<file path="src/verilog/mqp_pkg.sv">
package mqp_pkg;

	localparam int          DATA_W       = 32;
	localparam int          OFF_W        = 12;
	localparam logic [11:0] OFF_OP_STAT  = 12'h030;
	localparam logic [11:0] OFF_OP_MASK  = 12'h034;
	localparam logic [11:0] OFF_IN_Q     = 12'h040;
	localparam logic [11:0] OFF_OUT_Q    = 12'h044;
	localparam int          PEND_BIT     = 3;
	localparam int          MASK_BIT     = 3;
	localparam logic        MASK_RST     = 1'h1;
	localparam logic [31:0] EMPTY_WORD   = 32'hFFFFFFFF;
	localparam logic [31:0] ZERO_WORD    = 32'h00000000;

	localparam int          LIST_IW      = 4;
	localparam int          LIST_N       = 4;
	localparam logic [1:0]  L_IN_POST    = 2'h0;
	localparam logic [1:0]  L_IN_FREE    = 2'h1;
	localparam logic [1:0]  L_OUT_POST   = 2'h2;
	localparam logic [1:0]  L_OUT_FREE   = 2'h3;
	// list regions in local memory, entry i at base + 4*i
	localparam logic [3:0][31:0] LIST_BASE = {
		32'h00003000, 32'h00002000, 32'h00001000, 32'h00000000};
	localparam logic [4:0]  PTR_RST      = 5'h00;
	localparam int          FIFO_DEPTH   = 16;

	typedef struct packed {
		logic        valid;
		logic        write;
		logic [11:0] addr;
		logic [31:0] wdata;
	} mqp_req_t;

	typedef struct packed {
		logic        ack;
		logic        retry;
		logic [31:0] rdata;
	} mqp_resp_t;

	typedef struct packed {
		logic        req;
		logic        we;
		logic [31:0] addr;
		logic [31:0] wdata;
	} mqp_lb_t;

	typedef struct packed {
		logic [1:0]  list;
		logic        we;
		logic [31:0] addr;
		logic [31:0] wdata;
	} mqp_cmd_t;

	typedef enum logic [1:0] {
		ST_IDLE = 2'h0,
		ST_BUSY = 2'h1,
		ST_DONE = 2'h3
	} mqp_state_t;

	typedef enum logic [1:0] {
		LB_IDLE = 2'h0,
		LB_ACT  = 2'h1
	} mqp_lb_state_t;

endpackage

</file>
<file path="src/verilog/mqp_top.sv">
`timescale 1ns/10ps

module mqp_fifo #(
	parameter int W     = 8,
	parameter int DEPTH = 16
) (
	input  wire logic         mclk_in,
	input  wire logic         rst_in,
	input  wire logic         in_valid_in,
	output logic              in_ready_out,
	input  wire logic [W-1:0] in_data_in,
	output logic              out_valid_out,
	input  wire logic         out_ready_in,
	output logic [W-1:0]      out_data_out
);
	localparam int PW = $clog2(DEPTH);

	logic [W-1:0] mem [DEPTH];
	logic [PW:0]  wr_ptr;
	logic [PW:0]  rd_ptr;
	logic [PW:0]  next_wr_ptr;
	logic [PW:0]  next_rd_ptr;
	logic         full;
	logic         empty;
	logic         do_wr;
	logic         do_rd;

	always_comb begin
		empty = (wr_ptr == rd_ptr);
		full = (wr_ptr[PW] != rd_ptr[PW]) &&
			(wr_ptr[PW-1:0] == rd_ptr[PW-1:0]);
		in_ready_out = !full;
		out_valid_out = !empty;
		out_data_out = mem[rd_ptr[PW-1:0]];
		do_wr = in_valid_in && !full;
		do_rd = out_ready_in && !empty;
		next_wr_ptr = do_wr ? wr_ptr + 1'b1 : wr_ptr;
		next_rd_ptr = do_rd ? rd_ptr + 1'b1 : rd_ptr;
	end

	always_ff @(posedge mclk_in or posedge rst_in) begin
		if (rst_in) begin
			wr_ptr <= '0;
			rd_ptr <= '0;
		end else begin
			wr_ptr <= next_wr_ptr;
			rd_ptr <= next_rd_ptr;
		end
	end

	// storage needs no reset, only pointers do
	always_ff @(posedge mclk_in) begin
		if (do_wr) begin
			mem[wr_ptr[PW-1:0]] <= in_data_in;
		end
	end

endmodule // mqp_fifo

module mqp_top (
	input  wire logic               mclk_in,
	input  wire logic               rst_in,
	input  wire mqp_pkg::mqp_req_t  req_in,
	output mqp_pkg::mqp_resp_t      resp_out,
	output mqp_pkg::mqp_lb_t        lb_out,
	input  wire logic               lb_done_in,
	input  wire logic [31:0]        lb_rdata_in,
	input  wire logic [3:0]         ext_adv_in,
	input  wire logic               mask_we_in,
	input  wire logic               mask_in,
	output logic                    irq_out
);
	import mqp_pkg::*;

	mqp_state_t          st;
	mqp_state_t          next_st;
	logic [1:0]          pend_list;
	logic [1:0]          next_pend_list;
	logic                pend_write;
	logic                next_pend_write;
	logic [31:0]         result;
	logic [31:0]         next_result;
	mqp_resp_t           next_resp;
	logic                mask;
	logic                next_mask;
	logic                next_irq;
	logic [4:0]          prod [LIST_N];
	logic [4:0]          cons [LIST_N];
	logic [4:0]          next_prod [LIST_N];
	logic [4:0]          next_cons [LIST_N];
	logic [LIST_N-1:0]   empty;
	logic [LIST_N-1:0]   full;
	logic [LIST_N-1:0]   dev_adv;
	logic                pending;
	logic                q_sel;
	logic [1:0]          acc_list;
	mqp_cmd_t            push_cmd;
	logic                push;
	logic                fifo_ready;
	mqp_cmd_t            pop_cmd;
	logic                pop_valid;
	logic                pop;
	mqp_lb_state_t       lst;
	mqp_lb_state_t       next_lst;
	mqp_lb_t             next_lb;
	logic [1:0]          cur_list;
	logic [1:0]          next_cur_list;
	logic                lb_fin;

	// writes go to a post list, reads to a free list
	function automatic logic [1:0] list_of(input logic [11:0] a,
			input logic w);
		logic out_port;
		out_port = (a == OFF_OUT_Q);
		list_of = {out_port, !w};
	endfunction

	function automatic logic [31:0] list_addr(input logic [1:0] l,
			input logic [4:0] p);
		list_addr = LIST_BASE[l] + {26'h0, p[3:0], 2'h0};
	endfunction

	genvar gi;
	generate
		for (gi = 0; gi < LIST_N; gi++) begin : g_occ
			logic [4:0] cnt;
			assign cnt = prod[gi] - cons[gi];
			assign empty[gi] = (cnt == 5'h00);
			assign full[gi] = cnt[4];
		end
	endgenerate

	assign pending = !empty[L_OUT_POST];
	assign q_sel = req_in.valid &&
		(req_in.addr == OFF_IN_Q || req_in.addr == OFF_OUT_Q);
	assign acc_list = list_of(req_in.addr, req_in.write);

	always_comb begin
		next_st = st;
		next_pend_list = pend_list;
		next_pend_write = pend_write;
		next_result = result;
		next_resp = '0;
		push = 1'b0;
		push_cmd.list = acc_list;
		push_cmd.we = req_in.write;
		push_cmd.addr = req_in.write ?
			list_addr(acc_list, prod[acc_list]) :
			list_addr(acc_list, cons[acc_list]);
		push_cmd.wdata = req_in.wdata;
		if (q_sel) begin
			case (st)
				ST_IDLE: begin
					next_resp.retry = 1'b1;
					if (req_in.write) begin
						if (!full[acc_list] && fifo_ready) begin
							push = 1'b1;
						end
					end else if (empty[acc_list]) begin
						next_resp.retry = 1'b0;
						next_resp.ack = 1'b1;
						next_resp.rdata = EMPTY_WORD;
					end else if (fifo_ready) begin
						push = 1'b1;
					end
					if (push) begin
						next_st = ST_BUSY;
						next_pend_list = acc_list;
						next_pend_write = req_in.write;
					end
				end
				ST_BUSY: begin
					next_resp.retry = 1'b1;
				end
				ST_DONE: begin
					if (acc_list == pend_list &&
							req_in.write == pend_write) begin
						next_resp.ack = 1'b1;
						next_resp.rdata = pend_write ? ZERO_WORD : result;
						next_st = ST_IDLE;
					end else begin
						next_resp.retry = 1'b1;
					end
				end
				default: begin
					next_st = ST_IDLE;
				end
			endcase
		end else if (req_in.valid) begin
			// status writes are ignored; the bit mirrors occupancy
			next_resp.ack = 1'b1;
			case (req_in.addr)
				OFF_OP_STAT: next_resp.rdata[PEND_BIT] = pending;
				OFF_OP_MASK: next_resp.rdata[MASK_BIT] = mask;
				default: next_resp.rdata = ZERO_WORD;
			endcase
		end
		// completion only happens while busy, so no clash above
		if (lb_fin) begin
			next_st = ST_DONE;
			next_result = lb_rdata_in;
		end
	end

	always_comb begin
		next_mask = mask_we_in ? mask_in : mask;
		next_irq = pending && !mask;
	end

	always_ff @(posedge mclk_in or posedge rst_in) begin
		if (rst_in) begin
			st <= ST_IDLE;
			pend_list <= 2'h0;
			pend_write <= 1'b0;
			result <= ZERO_WORD;
			resp_out <= '0;
			mask <= MASK_RST;
			irq_out <= 1'b0;
		end else begin
			st <= next_st;
			pend_list <= next_pend_list;
			pend_write <= next_pend_write;
			result <= next_result;
			resp_out <= next_resp;
			mask <= next_mask;
			irq_out <= next_irq;
		end
	end

	// one command in flight at most; the fifo still stalls the issue
	mqp_fifo #(
		.W     ($bits(mqp_cmd_t)),
		.DEPTH (FIFO_DEPTH)
	) u_fifo (
		.mclk_in       (mclk_in),
		.rst_in        (rst_in),
		.in_valid_in   (push),
		.in_ready_out  (fifo_ready),
		.in_data_in    (push_cmd),
		.out_valid_out (pop_valid),
		.out_ready_in  (pop),
		.out_data_out  (pop_cmd)
	);

	assign lb_fin = (lst == LB_ACT) && lb_done_in;

	always_comb begin
		next_lst = lst;
		next_lb = lb_out;
		next_cur_list = cur_list;
		pop = 1'b0;
		dev_adv = '0;
		case (lst)
			LB_IDLE: begin
				if (pop_valid) begin
					pop = 1'b1;
					next_lb.req = 1'b1;
					next_lb.we = pop_cmd.we;
					next_lb.addr = pop_cmd.addr;
					next_lb.wdata = pop_cmd.wdata;
					next_cur_list = pop_cmd.list;
					next_lst = LB_ACT;
				end
			end
			LB_ACT: begin
				if (lb_done_in) begin
					next_lb.req = 1'b0;
					dev_adv[cur_list] = 1'b1;
					next_lst = LB_IDLE;
				end
			end
			default: begin
				next_lst = LB_IDLE;
			end
		endcase
	end

	always_comb begin
		for (int i = 0; i < LIST_N; i++) begin
			next_prod[i] = prod[i];
			next_cons[i] = cons[i];
			if (i % 2 == 0) begin
				if (dev_adv[i]) next_prod[i] = prod[i] + 5'h01;
				if (ext_adv_in[i] && !empty[i])
					next_cons[i] = cons[i] + 5'h01;
			end else begin
				if (ext_adv_in[i] && !full[i])
					next_prod[i] = prod[i] + 5'h01;
				if (dev_adv[i]) next_cons[i] = cons[i] + 5'h01;
			end
		end
	end

	always_ff @(posedge mclk_in or posedge rst_in) begin
		if (rst_in) begin
			lst <= LB_IDLE;
			lb_out <= '0;
			cur_list <= 2'h0;
			for (int i = 0; i < LIST_N; i++) begin
				prod[i] <= PTR_RST;
				cons[i] <= PTR_RST;
			end
		end else begin
			lst <= next_lst;
			lb_out <= next_lb;
			cur_list <= next_cur_list;
			for (int i = 0; i < LIST_N; i++) begin
				prod[i] <= next_prod[i];
				cons[i] <= next_cons[i];
			end
		end
	end

endmodule // mqp_top

</file>
<file path="config.mk">
export PLATFORM = sky130hd
export DESIGN_NAME = mqp_top
export DESIGN_NICKNAME = d
export VERILOG_FILES = /design/src/verilog/mqp_pkg.sv /design/src/verilog/mqp_top.sv
export SDC_FILE = /design/constraint.sdc
export NUM_CORES = 1
export LEC_CHECK = 0
export BUFFER_PORTS_ARGS = -buffer_cell sky130_fd_sc_hd__clkbuf_2
export CAP_MARGIN = 25
export CORE_AREA = 10 10 193 331
export CTS_BUF_LIST = sky130_fd_sc_hd__clkbuf_8
export DETAILED_ROUTE_END_ITERATION = 7
export DIE_AREA = 0 0 203 341
export PLACE_DENSITY = 0.72
export SLEW_MARGIN = 25
export SYNTH_ARGS = -nofsm -noshare
export SYNTH_HDL_FRONTEND = slang
export SYNTH_SLANG_ARGS = --single-unit
</file>
<file path="constraint.sdc">
create_clock -name mclk_in -period 7.9 [get_ports mclk_in]
set_clock_uncertainty 0.1 [all_clocks]
set_input_delay 0 -clock mclk_in [delete_from_list [all_inputs] [get_ports mclk_in]]
set_output_delay 0 -clock mclk_in [all_outputs]
set_load 0.005 [all_outputs]
</file>
# --- Yosys cells after proc, flatten, opt, wreduce, memory -nomap -nowiden ---
# Memory sizes are Yosys's and may differ from the RTL's.
# Index checks and enable logic that the tools add are counted.
word_totals:
  ramBits: 1072
  out_inout_bits: 101
  memories: 1
  reg_bits: 193
  elab_cells: 156
op_classes:
  order_cmp: 4
  mux: 55
  bitwise: 2
  add_sub_neg: 16
  eq_ne: 17
  reduce_logical: 36
mem_list:
  columns: ["memory", "words", "word_bits", "read_ports", "rd_clocked_by_memory_dff", "write_ports", "line", "rtl"]
  rows:
  - ["u_fifo.mem", 16, 67, 1, 0, 1, "mqp_top.sv:18", "logic [W-1:0] mem [DEPTH];"]
ops:
  columns: ["op", "count"]
  rows:
  - ["two-way mux 32 bit", 5]
  - ["two-way mux 34 bit", 2]
  - ["two-way mux 66 bit", 1]
  - ["adder 32 x 6 -> 32 bit", 2]
  - ["binary-select mux 32 bit (select 2 bit)", 1]
  - ["one-hot mux 32 bit (2 select lines)", 1]
  - ["adder 5 x 1 -> 5 bit, second input constant", 10]
  - ["two-way mux 4 bit", 7]
  - ["equality test 12 x 6 -> 1 bit, second input constant", 2]
  - ["equality test 12 x 7 -> 1 bit, second input constant", 2]
  - ["two-way mux 1 bit", 21]
  - ["binary-select mux 5 bit (select 2 bit)", 2]
  - ["zero test 5 bit", 4]
  - ["subtractor 5 bit", 4]
  - ["logical AND 1 bit", 13]
  - ["two-way mux 2 bit", 6]
  - ["zero test 1 bit", 9]
  - ["less-than comparator 2 x 3 -> 1 bit, second input constant", 2]
  - ["inequality test 2 bit, second input constant", 3]
  - ["one-hot mux 1 bit (2 select lines)", 3]
  - ["one-hot mux 2 bit (3 select lines)", 1]
  - ["AND reduction 3 bit", 2]
  - ["equality test 5 bit", 1]
  - ["binary-select mux 1 bit (select 2 bit)", 2]
  - ["20 further kinds", 24]

# --- Depth between registers and ports, before layout ---
# Gate-level depths: netlist of the first run.
depth:
  ltp_word: 14
  ltp_mapped: 10
  mapped_depth_nobuf: 9

# --- Modules after synthesis ---
# A second synthesis of the first run with hierarchy kept.
hier_totals:
  hier_cells: 2473
  area_unflattened_um2: 49386.1
by_module_without_submodules:
  columns: ["module", "n_inst", "area_each_um2", "cells_per_inst", "seq_area_each_um2"]
  rows:
  - ["mqp_fifo", 1, 41451.0, 1860, 32441.1]
  - ["mqp_top", 1, 7935.1, 613, 4555.6]

# --- Worst setup path before layout of the first run ---
# OpenSTA, ideal clock, no wires.
synth_timing:
  kind: "register to register"
  from: "reg cons[12] (netlist name)"
  to: "mem u_fifo.mem[2][0] (netlist name) (enable)"
  arrival_ns: 5.750
  path_slack_ns: 1.513
  setup_ns: 0.537
  synth_period_minus_slack_ns: 6.387
  path_stages_with_launch: 11
  path_cell_list: "dfrtp_1 > inv_1 > ha_1 > nor2_1 > a21oi_1 > a21oi_1 > xnor2_1 > a221oi_2 > nand3b_1 > clkbuf_1 > nor4_1"
synth_between:
  elab_chain_len: 14
  elab_cells_between_ends: 18
  classes_between: "add/sub (1); mux (13); reduce/logical (4)"
synth_rtl:
  columns: ["item", "line", "rtl"]
  rows:
  - ["start: declaration", "mqp_top.sv:88", "logic [4:0] cons [LIST_N];"]
  - ["start signal: indexed assignment", "mqp_top.sv:309", "cons[i] <= next_cons[i];"]
  - ["subtractor 5 bit (*)", "mqp_top.sv:127", "assign cnt = prod[gi] - cons[gi];"]
  - ["parallel branches: the longest is 5 deep, another holds zero test 5 bit", null, null]
  - ["two-way mux 1 bit (*)", "mqp_top.sv:155", "if (req_in.write) begin"]
  - ["two-way mux 1 bit (*)", "mqp_top.sv:152", "case (st)"]
  - ["two-way mux 1 bit (*)", "mqp_top.sv:151", "if (q_sel) begin"]
  - ["two-way mux 1 bit (*)", "mqp_top.sv:152", null]
  - ["two-way mux 1 bit (*)", "mqp_top.sv:151", null]
  - ["logical AND 1 bit (*)", "mqp_top.sv:35", "do_wr = in_valid_in && !full;"]
  - ["two-way mux 1 bit (*)", "mqp_top.sv:53", "if (do_wr) begin"]
  - ["two-way mux 1 bit (not written as such) (*)", "mqp_top.sv:54", "mem[wr_ptr[PW-1:0]] <= in_data_in;"]
  - ["end: declaration", "mqp_top.sv:18", null]
# Every way passes the cells marked *. The select of a mux whose other input is x is not followed.

# --- Worst setup path after layout of the first run ---
layout_timing:
  from: "in req_in[33] (netlist name)"
  to: "mem u_fifo.mem[7][21] (netlist name) (enable)"
layout_between:
  elab_chain_len: 14
  elab_cells_between_ends: 20
  classes_between: "eq/ne (2); mux (13); reduce/logical (5)"
layout_rtl:
  columns: ["item", "line", "rtl"]
  rows:
  - ["start: declaration", "mqp_top.sv:63", "input wire mqp_pkg::mqp_req_t req_in,"]
  - ["equality test 12 x 7 -> 1 bit (*)", "mqp_top.sv:114", "out_port = (a == OFF_OUT_Q);"]
  - ["net acc_list[1]", "mqp_top.sv:96", "logic [1:0] acc_list;"]
  - ["binary-select mux 1 bit (select 2 bit)", "mqp_top.sv:156", "if (!full[acc_list] && fifo_ready) begin"]
  - ["two-way mux 1 bit (not written as such)", "mqp_top.sv:156", null]
  - ["zero test 1 bit", "mqp_top.sv:156", null]
  - ["logical AND 1 bit", "mqp_top.sv:156", null]
  - ["two-way mux 1 bit", "mqp_top.sv:156", null]
  - ["two-way mux 1 bit", "mqp_top.sv:155", null]
  - ["two-way mux 1 bit", "mqp_top.sv:152", null]
  - ["two-way mux 1 bit", "mqp_top.sv:151", null]
  - ["two-way mux 1 bit", "mqp_top.sv:152", null]
  - ["two-way mux 1 bit (*)", "mqp_top.sv:151", null]
  - ["logical AND 1 bit (*)", "mqp_top.sv:35", null]
  - ["two-way mux 1 bit (*)", "mqp_top.sv:53", null]
  - ["two-way mux 1 bit (not written as such) (*)", "mqp_top.sv:54", null]
# Mark *: on every way through the listed nets, which the timed path passes. The rest lies on a longest branch. The select of a mux whose other input is x is not followed.

==> reports/results.txt, run 1 <==
Number of distinct library cells after synthesis: 53. In the final routed layout, each cell accounts on average for 24.7 microns. The instance area at placement was 0.0334 sq mm.

The total clock buffers created by CTS was 107. The library cell contributing the largest single delay on the critical path is nor2_4. Based on the critical path, the design can be clocked at up to 0.196 GHz. The number of enable flip-flop cells after synthesis came out at 640. The logs give 13.0 nW for the leakage power of the design and 0.0317 sq mm for the netlist area before placement. The initialized floorplan defines 117 standard-cell rows. Max capacitance violation total: 0. The number of H-tree levels came out at 3. Routability-driven placement finished with a final weighted congestion of 0.815. In this run, synthesis produced a sequential element count of 805.

In the post-synthesis netlist, the cell with the most instances is edfxtp_1. The final sum of negative setup slack is 0 ns, and the buffering stage count on the worst path with inverters included is 6. The tools report the total global routing track utilization as 20.1%.

Sorting the synthesized cells by area gives the leading types as edfxtp_1 61%, mux4_2 14%, dfrtp_1 13%. Clock-pin slew was measured on the worst setup and hold paths at 0.08 ns. The run gives 0 as the post-detailed-route count of antenna-violating nets.

For the worst setup path, the data required time is 8.11 ns. For the post-layout utilization of the core, the log shows 63.3%. The cell family contributing the most delay on the critical path was buffers and inverters. TritonCTS built the clock tree.

188 I/O pins were placed. The number of antenna violations at the first check in global routing came out at 3. The tools report the total DRC errors in the routed layout as 0. By startpoint and endpoint, the worst setup path is classified as in2reg. In the synthesized netlist, the number of instances is 1,539. The root buffer selected by CTS was clkbuf_8. The worst hold-check slack was 0.0977 ns; the clock latency at the later pin of the worst-skew pair was 0.71 ns.

The maximum buffer depth of the clock tree was 3; the total count of hold-check failures in the final report was 0. The number of setup buffers added after CTS is 0. The run gives 5 as the detailed-router iteration count before antenna repair.

By count the netlist is led by 640 x edfxtp_1, 203 x mux4_2, 164 x dfrtp_1. The worst pin sits at a relative slew slack of 36.8%. Counting every sink on the clock net gives 805. The biggest area contributor in the post-synthesis netlist is edfxtp_1.

Entering global routing, the biggest net connects 95 pins. Setup repair after global routing left no endpoint under its margin. The stage delay of the slowest cell on the critical path was 0.76 ns. After global routing the overflow that remains totals 0. The horizontal die dimension came out at 203 microns. Power spread over the standard cell area amounts to 307 mW/mm^2. The via count of the first global-routing pass is 17,426. For the finished layout, the period the worst path requires is 5.11 ns.

The worst setup path is launched from an input pin. The critical path capture point type was a register. The maximum net fanout on the critical path was 21. The number of input and output port buffers inserted was 161; the critical path arrival was 5.32 ns. The run gives 2,011 as the net count reported at finish.

The first global-routing pass estimated 106 mm of wire. After floorplanning, the core was sized to cover 0.0581 sq mm. Once the floorplan was initialized, standard cells occupied 54.5% of the core. Counting flops with an async set or reset pin after synthesis yields a share of 20.5%.

The number of DRC markers after the initial detailed-route iteration is 1,184, and the post-synthesis average cell area is 20.6 sq um. After detailed routing, the number of vias per cell comes to 5.78. After synthesis, the largest area contributor takes up 60.7% of total cell area. The die covers 0.0692 sq mm. Summed over all nets, the half-perimeter wirelength after detailed placement is 37.0 mm.

The transition time at the pin with the least slew margin is 0.947 ns. The number of pins exceeding their max-slew limit in the final report was 0. Setup violations remaining at the end of the flow were counted as 0. The most numerous cell type found on the critical path is dlygate4sd3_1.

Predominant post-synthesis flop cell: edfxtp_1. Sequential share of the synthesized area: 73.7%. The flow ran to the end, and the final reports show no timing, DRC or antenna violations.

The routed layout has 15,945 vias. VDD sags by at most 0.232 mV. The overall routed net length is 68.3 mm. Fraction of final layout cells sized beyond drive strength 1: 32.8%. With fillers left out, the area of the finished cells amounts to 0.0368 sq mm.

In this run the worst hold path is classified as in2reg. The layout overhead on the synthesized area is 16.2%. The share of the clock period used by the worst path was 64.7%; the height of the chip was 341 microns.

Walking the worst path, the cells encountered are dlygate4sd3_1, clkbuf_2, nor4_4, dlygate4sd3_1, nand4_4, dlygate4sd3_1, clkinv_2, nor4_1, a221oi_2, or4b_1, nor2_4, buf_4. Total of warnings raised by yosys: 0.
[cells in the final DEF, fill, tap and decap left out, drive strengths merged, types with 3 or more instances in the layout]
| cell type | n |
|---|---|
| mux2 | 80 |
| ha | 33 |
| dfrtp | 164 |
| mux4 | 204 |
| nor4 | 8 |
| inv | 63 |
| edfxtp | 640 |
| clkinv | 46 |
| nand3 | 3 |
| xor2 | 13 |
| buf | 31 |
| nand4 | 22 |
| a21oi | 43 |
| clkbuf | 277 |
| nor2b | 4 |
| bufinv | 5 |
| conb | 26 |
| nand2 | 60 |
| nand2b | 7 |
| o21ai | 14 |
| and2 | 5 |
| nor3 | 13 |
| xnor2 | 47 |
| nor3b | 4 |
| o21a | 4 |
| dlygate4sd3 | 127 |
| nor2 | 12 |
[metrics by stage]
stage               total power [mW]  worst slack (ns)  instances
global route                    11.9              2.55       2757
CTS                             11.4              2.83       2755
global placement                8.28              3.79       2427
finish                          11.3              2.79       2758
floorplan                       7.53              1.51       1564
detailed placement              8.35              3.69       2427
[worst paths after layout]
path                                               end                 start  slack (ns)  cells past startpoint
max                        u_fifo.mem[7][21]$_DFFE_PP_            req_in[33]        2.79                     12
max reg2reg                u_fifo.mem[7][21]$_DFFE_PP_  cons[11]$_DFFE_PP0P_        3.70                     10
min reg2reg                       cons[14]$_DFFE_PP0P_  cons[14]$_DFFE_PP0P_        0.39                      1
max in group asynchronous         prod[19]$_DFFE_PP0P_                rst_in        5.74                      6
min in group asynchronous       lb_out[35]$_DFFE_PP0P_                rst_in        0.35                      4
min                             resp_out[25]$_DFF_PP0_            req_in[41]         0.1                      6
[layout make-up]
cell class	instances	area [sq um]
antenna	2	5.00
inverter	31	123
fill	3917	21300
clock inverter	85	502
tap	773	967
clock buffer	116	1600
multi-input combinational	627	7900
timing repair buffer	319	2340
sequential	805	23400
[registers in the layout (all words and copies together), names as in the netlist]
register,cells
u_fifo.mem,640
lb_out,40
resp_out,34
result,32
cons,20
prod,20
u_fifo.rd_ptr,5
u_fifo.wr_ptr,5
pend_list,2
st,2
cur_list,1
irq_out,1
lst,1
mask,1
pend_write,1
[logic make-up after synthesis]
kind of cell / after synthesis / synth area share (%)
other: 1 / 0.0118
muxes: 285 / 17.4
DFF: 805 / 73.7
and+or+nand+nor: 148 / 2.53
adders and majority gates: 33 / 1.30
xor gates and xnor gates: 60 / 1.68
AOI/OAI and AO/OA: 75 / 1.38
buffers and inverters: 132 / 1.96
[metal layers]
layer / wire [microns] / part of all wire [%] / track usage [%]
met5: 13 / 0.019 / 0
met4: 1360 / 2.0 / 6.28
met3: 4460 / 6.5 / 4.09
met2: 36700 / 54 / 35.0
met1: 25800 / 38 / 24.7
[worst reg2reg max path: stages, from the launching register on]
cell	delay (ns)
dfrtp_1	0.40
inv_1	0.09
ha_1	0.30
nand2b_1	0.06
a21oi_1	0.21
a21oi_1	0.12
xnor2_1	0.17
a221oi_2	0.39
or4b_1	0.71
nor2_4	0.76
buf_4	0.50
[timing repair]
action                                 4_1_cts  5_1_grt
hold buffers                               127        0
endpoints found under the hold margin      731        0
resized for setup                            0        0
setup endpoints to repair                    0        0
[power breakdown]
part | internal [mW] | switching (mW) | total, mW
registers | 4.90 | 0.353 | 5.26
logic | 1.66 | 1.35 | 3.01
clock network | 1.52 | 1.51 | 3.04
No activity file was read; power rests on OpenSTA's default activity.
==> run 2, diff against run 1 <==
ABC_AREA = 1   (was default)
CORE_AREA = 10 10 196 336   (was 10 10 193 331)
DIE_AREA = 0 0 206 346   (was 0 0 203 341)
clock period = 4.9 ns   (was 7.9 ns; I/O delays follow)
==> reports/results.txt, run 2 <==
The run finished with clean final reports. The detailed-router iteration count before antenna repair was 6; the total global routing track utilization was 22.7%. The tools report the number of antenna violations at the first check in global routing as 2. The tools report the total count of hold-check failures in the final report as 0. The global-route wire length before repair was 127 mm; the time the final worst path needs with I/O delays and setup was 4.67 ns. Counting flops with an async set or reset pin after synthesis yields a share of 20.5%. Of the total power, the share spent switching nets is 35.7%. The congestion estimate from routability-driven global placement came to 0.847. The number of pins exceeding their max-slew limit in the final report came out at 0. Counting instances in the post-synthesis netlist gives the leading cell types as 640 x edfxtp_1, 428 x nor2_1, 277 x nand2_1. The total DRC errors in the routed layout was 0; the share of the clock period used by the worst path was 95.3%. In this run, synthesis produced a sequential element count of 805. For the critical path arrival, the log shows 4.96 ns. Yosys printed 0 warnings. The number of DRC markers after the initial detailed-route iteration was 1,713; the height of the chip was 346 microns. Summed over its instances, the top area cell type makes up 58.7% of the synthesized netlist area.

The area growth from synthesis to layout is 15.3%. The maximum net fanout on the critical path came out at 20. Input and output buffers added on the ports amount to 161. In this run, synthesis inferred 640 flip-flops with an integrated enable. By area the synthesized netlist is led by edfxtp_1 59%, dfrtp_1 13%, nor2_1 4.9%.

Summed over all failing endpoints, the final setup total negative slack is 0 ns. The flip-flop count of the largest register after layout came out at 640. In the layout the commonest cells are 640 x edfxtp_1, 414 x nor2_1, 277 x nand2_1. Measured against its own limit, the worst slew margin works out to 30.5%.

In this run the static leakage power is 14.0 nW. The share of power burned in combinational logic is 30.6%, and the post-route total power is 19.3 mW. Entering global routing, the biggest net connects 187 pins.

Synthesis handed over a netlist of 2,519 instances. The initial core utilization came out at 54.4%. The H-tree was split into 3 levels.

The share of power burned in the clock network came out at 25.4%. The library cell used most frequently in the layout, excluding fill and tap cells, is edfxtp_1. The number of distinct library cells after synthesis is 49, and the final instance count without filler cells is 3,705.

Of the total power, registers draw 43.9%. The maximum resistive drop on vdd came out at 0.459 mV. STA classifies the critical path endpoint as a register.

Dividing the detail-routed via count by the number of cells gives 5.86. The run gives 108 as the total clock buffers created by CTS. The tightest min-delay check is of the in2reg type.

The worst setup path is of the in2reg kind. Internal power comes to 12.4 mW. Summed over all layers, the global routing overflow is 0.

After floorplanning, the core was sized to cover 0.0602 sq mm. The analysis attributes to net switching a power of 6.91 mW. Counting every sink on the clock net gives 805. The root buffer selected by CTS was clkbuf_8. Measured along the x axis, the die boundary spans 206 microns.

HPWL after detailed placement: 45.4 mm. The detail route stage leaves a number of antenna-violating nets equal to 0. The predominant post-synthesis flop cell was edfxtp_1. The netlist area before placement is 0.0327 sq mm.

The later pin in the worst-skew pair is clocked with a latency of 0.71 ns. In this run the count of I/O pins placed on the die edge is 188. Static timing analysis puts the maximum clock frequency at 0.214 GHz. The post-synthesis average cell area came out at 13.0 sq um. The launching element type of the critical path was an input pin.

The power per cell area was 512 mW/mm^2; the worst-case setup slack after placement was 1.43 ns. The net count reported at finish was 2,944; the total vias in the final route was 21,708. The fraction of final layout cells sized beyond drive strength 1 was 15.2%.

Total placed cells including tap cells: 3,362. Final hold analysis gives a worst-case slack of 0.0876 ns. Of the synthesized area, sequential elements account for 71.4%.

After clock tree synthesis, the clock-pin slew on the worst setup and hold paths is 0.06 ns. The run gives 22,569 as the via count of the first global-routing pass. TritonCTS built the clock tree. In the post-route analysis, the smallest setup slack over all paths is 0.233 ns.

The max capacitance violation total was 0. The overall routed net length is 81.2 mm. Of all cell types, the one taking the most synthesized area is edfxtp_1. The floorplan row count came out at 119. The overall die area is 0.0713 sq mm. Transition time at the pin with the least slew margin: 1.04 ns. The worst endpoint required time is 5.20 ns. The post-detailed-route wirelength per cell works out to 21.9 microns. Among all cell types in the netlist, the one instantiated most often is edfxtp_1. Setup violations remaining at the end of the flow were counted as 0. Setup repair after global routing left no endpoint under its margin. The maximum buffer depth of the clock tree is 3.
## run 2: cell types whose count changed after synthesis, moves of 30 or more
cell	change
a21oi_2	+30
a31oi_1	+34
clkbuf_1	+31
inv_1	+53
mux2_2	-77
mux2i_1	+68
mux4_2	-203
nand2_1	+217
nand3_1	+68
nor2_1	+416
o21ai_0	+156
o221ai_1	+72
o32ai_1	+91
## run 2: critical path, cell delays in order
cell           delay [ns]
dlygate4sd3_1        0.53
clkbuf_2             0.10
nor2_1               0.07
dlygate4sd3_1        0.60
nand2_1              0.06
dlygate4sd3_1        0.61
nor2_4               0.17
dlygate4sd3_1        0.60
inv_2                0.06
nor2_4               0.35
nand3_1              0.13
nand3_1              0.20
nand3_1              0.16
nor2_4               0.20
nand2_1              0.14
nor2_4               0.59
buf_4                0.36
## run 2: kinds of logic after synthesis
family	synth area share (%)
buf+inv	3.92
xor+xnor	1.26
fa+ha+maj	1.26
other cells	0.0115
mux	2.21
compound gates	9.79
simple gates	10.2
flops	71.4
## run 2: power groups by stage
| stage | registers (mW) | logic, mW | clock network [mW] |
|---|---|---|---|
| 6_report | 8.49 | 5.92 | 4.92 |
| 5_1_grt | 8.55 | 6.56 | 5.32 |
| 4_1_cts | 8.48 | 5.90 | 5.00 |
| 3_5_place_dp | 8.62 | 5.78 | 0 |
| 3_3_place_gp | 8.58 | 5.58 | 0 |
| 2_1_floorplan | 8.36 | 4.35 | 0 |
## run 2: final timing paths
check                                  startpoint                          to  slack (ns)  cells after the start
hold / removal                      ext_adv_in[2]         cons[7]$_DFFE_PP0P_        0.09                      4
min in group asynchronous                  rst_in       result[4]$_DFFE_PP0P_        0.53                      4
max in group asynchronous                  rst_in        cons[19]$_DFFE_PP0P_        2.79                      5
setup reg to reg             prod[18]$_DFFE_PP0P_  u_fifo.mem[7][5]$_DFFE_PP_        1.54                     13
setup / recovery                       req_in[43]  u_fifo.mem[7][5]$_DFFE_PP_        0.23                     17
hold reg to reg            result[14]$_DFFE_PP0P_      result[14]$_DFFE_PP0P_        0.38                      2
## run 2: layer usage
metal	track usage (%)	wire length (microns)
met5	0	7
met4	8.89	2420
met3	4.57	5730
met2	39.5	42200
met1	27.0	30800
## run 2: repair_timing
| item | 4_1_cts | 5_1_grt |
|---|---|---|
| resized for setup | 0 | 1 |
| hold endpoints to repair | 710 | 0 |
| setup buffers | 0 | 4 |
| setup endpoints to repair | 0 | 472 |
| hold buffers | 133 | 0 |
## run 2: metrics by stage
step | util, % | area, sq um
after floorplan | - | 32800
after global placement | 56.8 | 34200
after detailed placement | 56.9 | 34200
after CTS | 62.6 | 37700
after global routing | 62.7 | 37700
final | 62.7 | 37700
## run 2: area by class of cell
class | count | area, sq um
Inverter | 92 | 360
Clock buffer | 114 | 1570
Sequential cell | 805 | 23400
Tap cell | 786 | 983
Clock inverter | 90 | 544
Multi-Input combinational cell | 1476 | 8320
Fill cell | 4421 | 22400
Antenna cell | 1 | 2.50
Timing Repair Buffer | 341 | 2580
